**src/vr_cfg_consts.svh**
```systemverilog
`ifndef VR_CFG_CONSTS_SVH
`define VR_CFG_CONSTS_SVH

// register offsets
`define OFS_VER_UPPER 8'h71
`define OFS_RSV_72 8'h72
`define OFS_RSV_73 8'h73
`define OFS_PRODUCT_ID 8'h74
`define OFS_RSV_7A 8'h7a
`define OFS_RSV_7B 8'h7b
`define OFS_RSV_7C 8'h7c
`define OFS_RSV_7D 8'h7d
`define OFS_CHECKSUM 8'h7e
`define OFS_GAIN_FIRST 8'h90
`define OFS_GAIN_SECOND 8'h91

// reset values
`define RST_VER_UPPER 8'h00
`define RST_RSV_72 8'h01
`define RST_RSV_73 8'h34
`define RST_RSV_7A 8'h03
`define RST_RSV_7B 8'h40
`define RST_RSV_7C 8'h00
`define RST_RSV_7D 8'h01
`define RST_GAIN_FIRST 8'h92
`define RST_PH3_LOWER 1'h0

// gain field positions
`define PH1_HI 7
`define PH1_LO 5
`define PH2_HI 4
`define PH2_LO 2
`define PH3_UP_HI 1
`define PH3_UP_LO 0
`define PH3_LOW_BIT 7

// checksum code
`define CRC_POLY 8'h07
`define CRC_INIT 8'h00

// serial link
`define BITS_PER_BYTE 4'h8

`endif

```
**src/vr_cfg_pkg.sv**
```systemverilog
package vr_cfg_pkg;

	typedef enum logic [2:0] {
		ST_IDLE,
		ST_ADDR,
		ST_PTR,
		ST_WR,
		ST_ACK,
		ST_TX,
		ST_TXACK
	} link_state_t;

	typedef struct packed {
		link_state_t st;
		link_state_t after_ack;
		logic [3:0] cnt;
		logic [7:0] sh;
		logic [7:0] ptr;
		logic drive;
		logic scl_q;
		logic sda_q;
		logic [7:0] ver_upper;
		logic [7:0] rsv_72;
		logic [7:0] rsv_73;
		logic [7:0] product_id;
		logic [7:0] rsv_7a;
		logic [7:0] rsv_7b;
		logic [7:0] rsv_7c;
		logic [7:0] rsv_7d;
		logic [7:0] gain_first;
		logic ph3_lower;
		logic [7:0] crc;
	} cfg_state_t;

	typedef struct packed {
		logic [2:0] phase_one;
		logic [2:0] phase_two;
		logic [2:0] phase_three;
	} rail_a_gain_t;

endpackage : vr_cfg_pkg

```
**src/vr_config_page_registers.sv**
```systemverilog
// Behaviour
// - checksum byte at 0x7E is a CRC of set-page contents; writes ignored
// - read-write byte at 0x71 holds upper firmware version bits of set page
// - phase-one gain of rail A in 0x90 bits 7:5, default code 100
// - phase-two gain of rail A in 0x90 bits 4:2, same coding
// - phase-three gain is 0x90 bits 1:0 joined with 0x91 bit 7 below
`timescale 1ns/1ps
`include "vr_cfg_consts.svh"

module vr_config_page_registers #(
	parameter logic [6:0] DEV_ADDR = 7'h2a,
	// arbitrary value, identifies nothing
	parameter logic [7:0] PRODUCT_ID_RST = 8'h5a
) (
	input wire logic core_clk, // system clock, 10 MHz
	input wire logic rst_n, // asynchronous reset, active low
	input wire logic scl_in, // serial clock from host
	input wire logic sda_in, // serial data level on the wire
	output logic sda_out, // serial data drive level, always low
	output logic sda_oe, // high while pulling serial data low
	output vr_cfg_pkg::rail_a_gain_t rail_a_gain, // gain codes to the loop
	output logic [7:0] set_page_version_upper_bits, // version upper byte
	output logic [7:0] product_identifier_code // product id byte
);

	logic rst_meta_ff;
	logic rst_sync_ff;
	vr_cfg_pkg::cfg_state_t s_ff;
	vr_cfg_pkg::cfg_state_t nxt_s;
	logic scl_rise;
	logic scl_fall;
	logic start_cond;
	logic stop_cond;
	logic [7:0] rd_data;
	logic [7:0] crc_calc;
	logic wr_hit;

	always_ff @(posedge core_clk or negedge rst_n) begin
		if (!rst_n) begin
			rst_meta_ff <= 1'b0;
			rst_sync_ff <= 1'b0;
		end else begin
			rst_meta_ff <= 1'b1;
			rst_sync_ff <= rst_meta_ff;
		end
	end

	function automatic logic [7:0] crc_byte(input logic [7:0] c,
		input logic [7:0] d);
		logic [7:0] r;
		r = c ^ d;
		for (int i = 0; i < 8; i++) begin
			r = r[7] ? ((r << 1) ^ `CRC_POLY) : (r << 1);
		end
		return r;
	endfunction : crc_byte

	// only the set-page bytes held here feed the code, in address order
	always_comb begin
		crc_calc = `CRC_INIT;
		crc_calc = crc_byte(crc_calc, s_ff.ver_upper);
		crc_calc = crc_byte(crc_calc, s_ff.rsv_72);
		crc_calc = crc_byte(crc_calc, s_ff.rsv_73);
		crc_calc = crc_byte(crc_calc, s_ff.product_id);
		crc_calc = crc_byte(crc_calc, s_ff.rsv_7a);
		crc_calc = crc_byte(crc_calc, s_ff.rsv_7b);
		crc_calc = crc_byte(crc_calc, s_ff.rsv_7c);
		crc_calc = crc_byte(crc_calc, s_ff.rsv_7d);
	end

	assign scl_rise = scl_in & ~s_ff.scl_q;
	assign scl_fall = ~scl_in & s_ff.scl_q;
	assign start_cond = scl_in & s_ff.scl_q & s_ff.sda_q & ~sda_in;
	assign stop_cond = scl_in & s_ff.scl_q & ~s_ff.sda_q & sda_in;
	assign wr_hit = (s_ff.st == vr_cfg_pkg::ST_WR) & scl_fall
		& (s_ff.cnt == `BITS_PER_BYTE);

	always_comb begin
		case (s_ff.ptr)
			`OFS_VER_UPPER: rd_data = s_ff.ver_upper;
			`OFS_RSV_72: rd_data = s_ff.rsv_72;
			`OFS_RSV_73: rd_data = s_ff.rsv_73;
			`OFS_PRODUCT_ID: rd_data = s_ff.product_id;
			`OFS_RSV_7A: rd_data = s_ff.rsv_7a;
			`OFS_RSV_7B: rd_data = s_ff.rsv_7b;
			`OFS_RSV_7C: rd_data = s_ff.rsv_7c;
			`OFS_RSV_7D: rd_data = s_ff.rsv_7d;
			`OFS_CHECKSUM: rd_data = s_ff.crc;
			`OFS_GAIN_FIRST: rd_data = s_ff.gain_first;
			`OFS_GAIN_SECOND: rd_data = {s_ff.ph3_lower, 7'h00};
			default: rd_data = 8'h00;
		endcase
	end

	always_comb begin
		nxt_s = s_ff;
		nxt_s.scl_q = scl_in;
		nxt_s.sda_q = sda_in;
		// follows every change of the held bytes, one cycle late
		nxt_s.crc = crc_calc;
		if (wr_hit) begin
			nxt_s.ptr = s_ff.ptr + 8'h01;
			nxt_s.st = vr_cfg_pkg::ST_ACK;
			nxt_s.after_ack = vr_cfg_pkg::ST_WR;
			nxt_s.drive = 1'b1;
			// reserved bytes keep whatever the host writes; holding their
			// fixed values is the host's duty
			case (s_ff.ptr)
				`OFS_VER_UPPER: nxt_s.ver_upper = s_ff.sh;
				`OFS_RSV_72: nxt_s.rsv_72 = s_ff.sh;
				`OFS_RSV_73: nxt_s.rsv_73 = s_ff.sh;
				`OFS_PRODUCT_ID: nxt_s.product_id = s_ff.sh;
				`OFS_RSV_7A: nxt_s.rsv_7a = s_ff.sh;
				`OFS_RSV_7B: nxt_s.rsv_7b = s_ff.sh;
				`OFS_RSV_7C: nxt_s.rsv_7c = s_ff.sh;
				`OFS_RSV_7D: nxt_s.rsv_7d = s_ff.sh;
				`OFS_GAIN_FIRST: nxt_s.gain_first = s_ff.sh;
				`OFS_GAIN_SECOND: nxt_s.ph3_lower = s_ff.sh[7];
				default: nxt_s.ptr = s_ff.ptr + 8'h01;
			endcase
		end else begin
			case (s_ff.st)
				vr_cfg_pkg::ST_IDLE: begin
					nxt_s.drive = 1'b0;
				end
				vr_cfg_pkg::ST_ADDR, vr_cfg_pkg::ST_PTR,
				vr_cfg_pkg::ST_WR: begin
					if (scl_rise) begin
						nxt_s.sh = {s_ff.sh[6:0], sda_in};
						nxt_s.cnt = s_ff.cnt + 4'h1;
					end else if (scl_fall && s_ff.cnt == `BITS_PER_BYTE) begin
						nxt_s.cnt = 4'h0;
						nxt_s.st = vr_cfg_pkg::ST_ACK;
						nxt_s.drive = 1'b1;
						if (s_ff.st == vr_cfg_pkg::ST_PTR) begin
							nxt_s.ptr = s_ff.sh;
							nxt_s.after_ack = vr_cfg_pkg::ST_WR;
						end else if (s_ff.sh[7:1] != DEV_ADDR) begin
							// not ours: stay off the wire until next start
							nxt_s.st = vr_cfg_pkg::ST_IDLE;
							nxt_s.drive = 1'b0;
						end else if (s_ff.sh[0]) begin
							nxt_s.after_ack = vr_cfg_pkg::ST_TX;
						end else begin
							nxt_s.after_ack = vr_cfg_pkg::ST_PTR;
						end
					end
				end
				vr_cfg_pkg::ST_ACK: begin
					nxt_s.cnt = 4'h0;
					if (scl_fall) begin
						nxt_s.st = s_ff.after_ack;
						nxt_s.drive = 1'b0;
						if (s_ff.after_ack == vr_cfg_pkg::ST_TX) begin
							nxt_s.sh = rd_data;
							nxt_s.ptr = s_ff.ptr + 8'h01;
							nxt_s.drive = ~rd_data[7];
						end
					end
				end
				vr_cfg_pkg::ST_TX: begin
					if (scl_rise) begin
						nxt_s.cnt = s_ff.cnt + 4'h1;
					end else if (scl_fall) begin
						if (s_ff.cnt == `BITS_PER_BYTE) begin
							nxt_s.st = vr_cfg_pkg::ST_TXACK;
							nxt_s.drive = 1'b0;
							nxt_s.cnt = 4'h0;
						end else begin
							nxt_s.sh = {s_ff.sh[6:0], 1'b0};
							nxt_s.drive = ~s_ff.sh[6];
						end
					end
				end
				vr_cfg_pkg::ST_TXACK: begin
					// host ack low: next byte; high: read ends
					if (scl_rise) begin
						nxt_s.cnt = {3'h0, ~sda_in};
					end else if (scl_fall) begin
						nxt_s.cnt = 4'h0;
						if (s_ff.cnt[0]) begin
							nxt_s.st = vr_cfg_pkg::ST_TX;
							nxt_s.sh = rd_data;
							nxt_s.ptr = s_ff.ptr + 8'h01;
							nxt_s.drive = ~rd_data[7];
						end else begin
							nxt_s.st = vr_cfg_pkg::ST_IDLE;
						end
					end
				end
				default: begin
					nxt_s.st = vr_cfg_pkg::ST_IDLE;
					nxt_s.drive = 1'b0;
				end
			endcase
		end
		// start and stop override any byte in flight
		if (start_cond) begin
			nxt_s.st = vr_cfg_pkg::ST_ADDR;
			nxt_s.cnt = 4'h0;
			nxt_s.drive = 1'b0;
		end else if (stop_cond) begin
			nxt_s.st = vr_cfg_pkg::ST_IDLE;
			nxt_s.cnt = 4'h0;
			nxt_s.drive = 1'b0;
		end
	end

	always_ff @(posedge core_clk or negedge rst_sync_ff) begin
		if (!rst_sync_ff) begin
			s_ff <= '0;
			s_ff.st <= vr_cfg_pkg::ST_IDLE;
			s_ff.after_ack <= vr_cfg_pkg::ST_IDLE;
			s_ff.scl_q <= 1'b1;
			s_ff.sda_q <= 1'b1;
			s_ff.ver_upper <= `RST_VER_UPPER;
			s_ff.rsv_72 <= `RST_RSV_72;
			s_ff.rsv_73 <= `RST_RSV_73;
			s_ff.product_id <= PRODUCT_ID_RST;
			s_ff.rsv_7a <= `RST_RSV_7A;
			s_ff.rsv_7b <= `RST_RSV_7B;
			s_ff.rsv_7c <= `RST_RSV_7C;
			s_ff.rsv_7d <= `RST_RSV_7D;
			s_ff.gain_first <= `RST_GAIN_FIRST;
			s_ff.ph3_lower <= `RST_PH3_LOWER;
			s_ff.crc <= `CRC_INIT;
		end else begin
			s_ff <= nxt_s;
		end
	end

	assign sda_out = 1'b0;
	assign sda_oe = s_ff.drive;
	assign rail_a_gain.phase_one =
		s_ff.gain_first[`PH1_HI:`PH1_LO];
	assign rail_a_gain.phase_two =
		s_ff.gain_first[`PH2_HI:`PH2_LO];
	assign rail_a_gain.phase_three =
		{s_ff.gain_first[`PH3_UP_HI:`PH3_UP_LO], s_ff.ph3_lower};
	assign set_page_version_upper_bits = s_ff.ver_upper;
	assign product_identifier_code = s_ff.product_id;

	// a byte load shows as the first cycle in the transmit state; the
	// pointer has already stepped on by then, so look one cycle back
	checksum_read_a: assert property (
		@(posedge core_clk) disable iff (!rst_sync_ff)
		$rose(s_ff.st == vr_cfg_pkg::ST_TX)
		&& $past(s_ff.ptr) == `OFS_CHECKSUM
		|-> s_ff.sh == $past(s_ff.crc))
		else $error("checksum read returned wrong byte");

	checksum_ro_a: assert property (
		@(posedge core_clk) disable iff (!rst_sync_ff)
		wr_hit && s_ff.ptr == `OFS_CHECKSUM
		|=> ##1 s_ff.crc == $past(s_ff.crc, 2))
		else $error("write to checksum changed it");

	version_write_a: assert property (
		@(posedge core_clk) disable iff (!rst_sync_ff)
		wr_hit && s_ff.ptr == `OFS_VER_UPPER
		|=> set_page_version_upper_bits == $past(s_ff.sh)
		##1 s_ff.crc == $past(crc_calc))
		else $error("version byte write lost");

	phase_one_a: assert property (
		@(posedge core_clk) disable iff (!rst_sync_ff)
		wr_hit && s_ff.ptr == `OFS_GAIN_FIRST
		|=> rail_a_gain.phase_one == $past(s_ff.sh[7:5]))
		else $error("phase one gain not from bits 7:5");

	phase_two_a: assert property (
		@(posedge core_clk) disable iff (!rst_sync_ff)
		wr_hit && s_ff.ptr == `OFS_GAIN_FIRST
		|=> rail_a_gain.phase_two == $past(s_ff.sh[4:2]))
		else $error("phase two gain not from bits 4:2");

	phase_three_a: assert property (
		@(posedge core_clk) disable iff (!rst_sync_ff)
		wr_hit && s_ff.ptr == `OFS_GAIN_SECOND
		|=> rail_a_gain.phase_three
			== {$past(s_ff.gain_first[1:0]), $past(s_ff.sh[7])})
		else $error("phase three gain joined wrongly");

	gain_hold_a: assert property (
		@(posedge core_clk) disable iff (!rst_sync_ff)
		!wr_hit |=> $stable(rail_a_gain))
		else $error("gain changed without a write");

	addr_ack_a: assert property (
		@(posedge core_clk) disable iff (!rst_sync_ff)
		s_ff.st == vr_cfg_pkg::ST_ADDR && scl_fall
		&& s_ff.cnt == `BITS_PER_BYTE && s_ff.sh[7:1] == DEV_ADDR
		&& !start_cond && !stop_cond |=> sda_oe)
		else $error("own address not acknowledged");

	gain_write_c: cover property (@(posedge core_clk)
		wr_hit && s_ff.ptr == `OFS_GAIN_SECOND);
	checksum_read_c: cover property (@(posedge core_clk)
		$rose(s_ff.st == vr_cfg_pkg::ST_TX)
		&& $past(s_ff.ptr) == `OFS_CHECKSUM);
	read_more_c: cover property (@(posedge core_clk)
		s_ff.st == vr_cfg_pkg::ST_TXACK && scl_fall && s_ff.cnt[0]);
	read_end_c: cover property (@(posedge core_clk)
		s_ff.st == vr_cfg_pkg::ST_TXACK && scl_fall && !s_ff.cnt[0]);

endmodule : vr_config_page_registers

```
**config.mk**
```make
export PLATFORM = sky130hd
export DESIGN_NAME = vr_config_page_registers
export DESIGN_NICKNAME = d
export VERILOG_FILES = /design/src/vr_cfg_pkg.sv /design/src/vr_config_page_registers.sv
export VERILOG_INCLUDE_DIRS = /design/src /design/src/src
export SDC_FILE = /design/constraint.sdc
export NUM_CORES = 1
export LEC_CHECK = 0
export BUFFER_PORTS_ARGS = -buffer_cell sky130_fd_sc_hd__buf_4
export CORE_MARGIN = 8
export CORE_UTILIZATION = 35
export DETAILED_ROUTE_END_ITERATION = 6
export PLACE_DENSITY_LB_ADDON = 0.1
export SYNTH_ARGS = -nofsm -noshare
export SYNTH_HDL_FRONTEND = slang
export SYNTH_SLANG_ARGS = --single-unit
```
**constraint.sdc**
```tcl
create_clock -name core_clk -period 9.9 [get_ports core_clk]
set_input_delay 1.485 -clock core_clk [delete_from_list [all_inputs] [get_ports core_clk]]
set_output_delay 1.485 -clock core_clk [all_outputs]
set_load 0.01 [all_outputs]
```
* Yosys cells after proc, flatten, opt, wreduce, memory -nomap -nowiden
Cells that the tools add are included.
** Cells by class
- Add/subtract/negate cells :: 2
- Equal/unequal tests :: 54
- Multiplexer cells :: 114
- Bitwise operators :: 87
- Reductions and logical operators :: 24
** Operators with widths (count)
- 2-to-1 mux 3 bit :: 79
- inverter 3 bit :: 64
- case mux 8 bit (11 select lines) :: 1
- == test 8 x 7 -> 1 bit, second input constant :: 9
- 2-to-1 mux 17 bit :: 4
- inequality test 5 bit, second input constant :: 13
- XOR 8 bit :: 7
- case mux 12 bit (4 select lines) :: 1
- 2-to-1 mux 8 bit :: 4
- inequality test 3 bit, second input constant :: 10
- 2-to-1 mux 9 bit :: 3
- 2-to-1 mux 12 bit :: 2
- 2-to-1 mux 4 bit :: 6
- case mux 8 bit (3 select lines) :: 1
- 2-to-1 mux 21 bit :: 1
- AND reduction 2 bit :: 10
- inequality test 2 bit, second input constant :: 9
- AND reduction 9 bit :: 2
- == test 8 bit, second input constant :: 2
- case mux 3 bit (5 select lines) :: 1
- == test 3 bit, second input constant :: 4
- 2-to-1 mux 6 bit :: 2
- AND reduction 11 bit :: 1
- 2-to-1 mux 10 bit :: 1
- 21 further kinds :: 44
** Storage, ports and cells
- Flip-flop bits (word level) :: 112
- Input port bits :: 4
- Output and inout port bits :: 27
- Logic and storage cells :: 302

* Longest topological paths before layout
- Depth in word-level cells :: 135
- Mapped depth :: 11
- Mapped depth without buffers :: 11

* Least setup slack after synthesis
OpenSTA, ideal clock, no wires.
- Kind :: register to register
- From :: register s_ff (netlist bit set_page_version_upper_bits[2])
- To :: register s_ff[2] in the netlist's numbering
- Setup time :: 134 ps
- Arrival time :: 3566 ps
- Required time :: 9766 ps
- Slack :: 6200 ps
- Stages on the path, launching flop included :: 11
- Path buffers :: 1
- Period minus slack after synthesis :: 3700 ps
- Cell sequence :: dfrtp_1 -> buf_2 -> xnor2_1 -> xnor3_1 -> xnor2_1 -> xnor3_2 -> xnor3_1 -> xnor3_2 -> xor2_1 -> xor3_2 -> xnor3_1
** On the way
- Longest elaborated chain between the ends :: 47
- Elaborated cells between the ends (all ways) :: 104
- Those cells by class :: mux: 51; bitwise: 53
** Ends and longest elaborated chain
- start, declared :: RTL line vr_config_page_registers.sv:28 : vr_cfg_pkg::cfg_state_t s_ff;
- start signal, assigned :: RTL line vr_config_page_registers.sv:228 : s_ff <= nxt_s;
- 2-to-1 mux 3 bit (*) :: RTL line vr_config_page_registers.sv:53 : r = r[7] ? ((r << 1) ^ `CRC_POLY) : (r << 1);
- inverter 3 bit (no line)
- 2-to-1 mux 3 bit :: RTL line vr_config_page_registers.sv:53
- inverter 3 bit (no line)
- 2-to-1 mux 3 bit :: RTL line vr_config_page_registers.sv:53
- XOR 8 bit (*) :: RTL line vr_config_page_registers.sv:51 : r = c ^ d;
- 2-to-1 mux 3 bit :: RTL line vr_config_page_registers.sv:53
- inverter 3 bit (no line)
- (+32 left out)
- 2-to-1 mux 3 bit :: RTL line vr_config_page_registers.sv:53
- XOR 8 bit (*) :: RTL line vr_config_page_registers.sv:51
- 2-to-1 mux 3 bit :: RTL line vr_config_page_registers.sv:53
- inverter 3 bit (no line)
- 2-to-1 mux 3 bit :: RTL line vr_config_page_registers.sv:53
- inverter 3 bit (no line)
- 2-to-1 mux 3 bit (*) :: RTL line vr_config_page_registers.sv:53
- net crc_calc[2] :: RTL line vr_config_page_registers.sv:35 : logic [7:0] crc_calc;
The timed path passes the listed nets; every way through them passes the cells marked *.
A chain may end at the register's enable or synchronous reset.

* Worst setup path in the final report
- From :: register s_ff (netlist bit set_page_version_upper_bits[4])
- To :: register s_ff[2] in the netlist's numbering
** On the way
- Longest elaborated chain between the ends :: 40
- Elaborated cells between the ends (all ways) :: 108
- Those cells by class :: mux: 53; bitwise: 55
** Ends and longest elaborated chain (RTL line)
- 2-to-1 mux 3 bit (*) :: vr_config_page_registers.sv:53
- XOR 8 bit (*) :: vr_config_page_registers.sv:51
- 2-to-1 mux 3 bit :: vr_config_page_registers.sv:53
- 2-to-1 mux 3 bit, or another cell as far along :: vr_config_page_registers.sv:53
- XOR 8 bit (*) :: vr_config_page_registers.sv:51
- 2-to-1 mux 3 bit, or another cell as far along :: vr_config_page_registers.sv:53
- inverter 3 bit (no line) or 2-to-1 mux 3 bit (tied branches)
- 2-to-1 mux 3 bit, or another cell as far along :: vr_config_page_registers.sv:53
- (+25 left out)
- 2-to-1 mux 3 bit, or another cell as far along :: vr_config_page_registers.sv:53
- XOR 8 bit (*) :: vr_config_page_registers.sv:51
- 2-to-1 mux 3 bit, or another cell as far along :: vr_config_page_registers.sv:53
- inverter 3 bit (no line) or 2-to-1 mux 3 bit (tied branches)
- 2-to-1 mux 3 bit, or another cell as far along :: vr_config_page_registers.sv:53
- inverter 3 bit (no line) or 2-to-1 mux 3 bit (tied branches)
- 2-to-1 mux 3 bit (*) :: vr_config_page_registers.sv:53
- net crc_calc[2] :: vr_config_page_registers.sv:35
Marked as above.

==> metrics.log <==
[metrics] setup total negative slack: 0 ns
[metrics] final critical delay including setup and external delays: 4.330 ns
[metrics] aggregate global-route resource usage: 0.1685
[metrics] remaining antenna violation count: 0
[metrics] Final Hold Violating Endpoints: 0
[metrics] final core utilization: 0.3792
[metrics] nets in the synthesized netlist: 719
[metrics] total routed wirelength: 23030 µm
[metrics] placer congestion estimate: 0.8629
[metrics] DR vias: 5268
[metrics] total of fill cells in the finished design: 2158
[metrics] maximum number of pins on one net before global-route repair: 59
[metrics] count of cells resized by post-cts repair: 0
[metrics] cells on worst reg2reg path: 9
[metrics] DRC viols: 0
[metrics] Crit Reg-Reg Startpoint: set_page_version_upper_bits[4]$_DFFE_PN0P_
[metrics] Post-synth top cells: dfrtp_1, xnor2_1, mux2_2, o21ai_0, nand2_1
[metrics] core region area: 22370 µm²
[metrics] input/output buffers: 29
[metrics] Leak Pwr: 3.742 nW
[metrics] maximum net fanout on the critical path: 7
[metrics] worst min path class: reg2reg
[metrics] starting DRC count in detailed routing: 321
[metrics] max frequency: 231.0 MHz
[metrics] area of the die: 27630 µm²
[metrics] number of optimization iterations in the first detailed-route pass: 5
[metrics] global-route wire length before repair: 35420 µm
[metrics] antenna violations before repair: 0
[metrics] final layout net count: 702
[metrics] setup-violating endpoint count in the final report: 0
[metrics] proportion of synthesized flip-flops having asynchronous set or reset: 1.000
[metrics] largest cells by area after synthesis: dfrtp_1, xnor3_1, mux2_2
[metrics] clock buffers created by TritonCTS: 9
[metrics] Worst Setup Start Kind: flip-flop
[metrics] number of cell rows: 55
[metrics] Pwr Total: 0.9225 mW
[metrics] RSZ-0062 raised after global routing: no
[metrics] number of buffers inserted by hold repair at cts: 0
[metrics] critical path arrival: 4.57 ns
[metrics] post-synthesis cell count: 706
[metrics] clock tree buffer depth: 2
[metrics] number of global-route vias before repair: 5426
[metrics] Worst Tran Pin Value: 1.289 ns
[metrics] Worst-path clk slew: 0.09 ns
[metrics] result of the run: finished clean
[metrics] setup skew after layout: 0.01463 ns
[metrics] top-level port count: 31
[metrics] clock tree root buffer cell: clkbuf_16
[metrics] via/cell ratio: 5.381
[metrics] number of enable flip-flop cells after synthesis: 0
[metrics] clock latency on the worst-skew pair: 0.36 ns
[metrics] number of maximum-capacitance violations: 0
[metrics] Synth warnings: 0
[metrics] Worst Setup EP: s_ff[2]$_DFF_PN0_
[metrics] diodes inserted: 0
[metrics] CTS sink cnt: 112
[metrics] cell with the most instances after synthesis: dfrtp_1
[metrics] register bit total from synthesis: 112
[metrics] count of H-tree levels built during CTS: 3
[metrics] Req. time, crit path: 10.15 ns
[metrics] endpoint type of the worst setup path: flip-flop
[metrics] cell area after technology mapping: 7899 µm²
[metrics] HPWL after detailed placement: 17080 µm
[metrics] Synth top area share: 0.3010
[metrics] per-instance average area after synthesis: 11.19 µm²
[metrics] Cell Pwr Density: 108.8 nW/µm²
[metrics] fraction of final layout cells sized beyond drive strength 1: 0.2176
[metrics] number of distinct library cells after synthesis: 60
[metrics] worst reg-to-reg setup slack: 5.57 ns
[metrics] post-synthesis sequential area ratio: 0.3575
[metrics] horizontal die dimension: 166.2 µm
[metrics] overflow left after global routing: 0
[metrics] Setup crit start: set_page_version_upper_bits[4]$_DFFE_PN0P_
[metrics] max-slew headroom at the worst pin: 0.1386
[metrics] average wire length per cell after detail routing: 23.52 µm
[metrics] worst ir drop on vdd: 79.42 µV
[metrics] total setup buffers inserted after CTS: 0
[metrics] initial cell density of the core: 0.3532
[metrics] dominant cell type by area after synthesis: dfrtp_1
[metrics] top_reg_cell synth: dfrtp_1
[metrics] count of final max-slew check failures: 0
[metrics] critical setup path kind: reg2reg
[metrics] height of the chip: 166.2 µm
[metrics] layout-stage area growth over the synthesis result: 7.366%
[metrics] TritonCTS clock tree: yes
[metrics] worst r2r dst: s_ff[2]$_DFF_PN0_
[metrics] portion of the clock cycle consumed by the worst path in the final layout: 0.4373
## metrics by stage
stage / cells / worst slack [ns] / area [µm²] / hold WS, ns
2_1_floorplan: 706 / 6.200 / 7899 / 0.3312
3_3_place_gp: 963 / 5.641 / 8174 / 0.3374
3_5_place_dp: 963 / 5.585 / 8174 / 0.3379
4_1_cts: 979 / 5.563 / 8481 / 0.3558
5_1_grt: 979 / 5.492 / 8481 / 0.3693
6_report: 979 / 5.570 / 8481 / 0.3528
## where the power goes
group / switching, mW / total (mW) / internal [mW] / leakage (nW)
Combinational: 0.0299 / 0.0446 / 0.0147 / 2.11
Sequential: 0.0261 / 0.492 / 0.465 / 1.49
Clock: 0.185 / 0.386 / 0.202 / 0.147
Total: 0.241 / 0.922 / 0.682 / 3.74
## placed cells by master (no fill, tap or decap), types with 3 or more instances in the layout
cell	Yosys	routed
a211oi_1	6	6
nand3_1	6	6
ha_1	9	9
mux2_2	65	65
xnor2_1	75	75
and3_1	3	3
xor3_1	6	6
a22oi_1	11	11
xnor2_2	8	8
nor3_1	10	10
nor2_1	26	26
o22ai_1	5	5
xnor3_2	5	5
and2_1	6	6
xor2_1	24	24
clkbuf_16	0	9
nand2_1	51	51
xnor3_1	35	35
dfrtp_1	95	94
mux2i_1	17	17
nor4_1	3	3
or3_1	5	5
nor2b_1	5	5
o21ai_0	54	54
buf_4	27	32
a22o_1	5	5
a31oi_1	5	5
inv_1	13	13
dfstp_2	17	17
a21oi_1	31	31
a221oi_1	10	10
## how the worst min path moves through the flow
| stage | slack [ns] | end | cells past startpoint | from |
|---|---|---|---|---|
| 2_1_floorplan | 0.33 | rst_sync_ff$_DFF_PN0_ | 0 | rst_meta_ff$_DFF_PN0_ |
| 3_3_place_gp | 0.34 | rst_sync_ff$_DFF_PN0_ | 0 | rst_meta_ff$_DFF_PN0_ |
| 3_5_place_dp | 0.34 | rst_sync_ff$_DFF_PN0_ | 0 | rst_meta_ff$_DFF_PN0_ |
| 4_1_cts | 0.36 | rst_sync_ff$_DFF_PN0_ | 0 | rst_meta_ff$_DFF_PN0_ |
| 5_1_grt | 0.37 | rst_sync_ff$_DFF_PN0_ | 0 | rst_meta_ff$_DFF_PN0_ |
| 6_report | 0.35 | rst_sync_ff$_DFF_PN0_ | 0 | rst_meta_ff$_DFF_PN0_ |
## critical path, cell delays in order (launching register included)
cell and delay (ns):
dfrtp_1 0.58, xnor3_1 0.44, xnor2_1 0.47, xor3_1 0.38, xnor3_1 0.50, xnor2_1 0.44, xnor3_1 0.30, xor2_1 0.24
xor3_2 0.51, xnor3_1 0.34
## cell families after synthesis
kind of cell,count (synthesis),share of synthesized area
DFF,112,0.3575
and+or+nand+nor,127,0.07635
AOI/OAI and AO/OA,141,0.1095
xor gates and xnor gates,159,0.2778
buffers and inverters,73,0.04815
other,2,0.0009508
adders and majority gates,10,0.01552
muxes,82,0.1142
## sequential cells by signal, summed over array words and instances, names as in the netlist
name	count
product_identifier_code	8
sda_oe	1
rst_meta_ff	1
rst_sync_ff	1
set_page_version_upper_bits	8
s_ff	84
rail_a_gain	9
## final cells by class
class | count | area, µm² | share of cell area
Multi-Input combinational cell | 521 | 4701 | 0.5543
Clock inverter | 6 | 77.57 | 0.009147
Sequential cell | 112 | 2828 | 0.3334
Clock buffer | 10 | 229.0 | 0.02700
Timing Repair Buffer | 32 | 240.2 | 0.02833
Tap cell | 285 | 356.6 | 0.04205
Inverter | 13 | 48.80 | 0.005754
## metal layers
layer,global-route usage,vias up,wire (µm)
li1,-,2431,-
met1,0.2231,2697,10490
met2,0.2744,102,11120
met3,0.02068,38,678
met4,0.07090,0,735
met5,0,-,0
No activity file was read; power rests on OpenSTA's default activity.
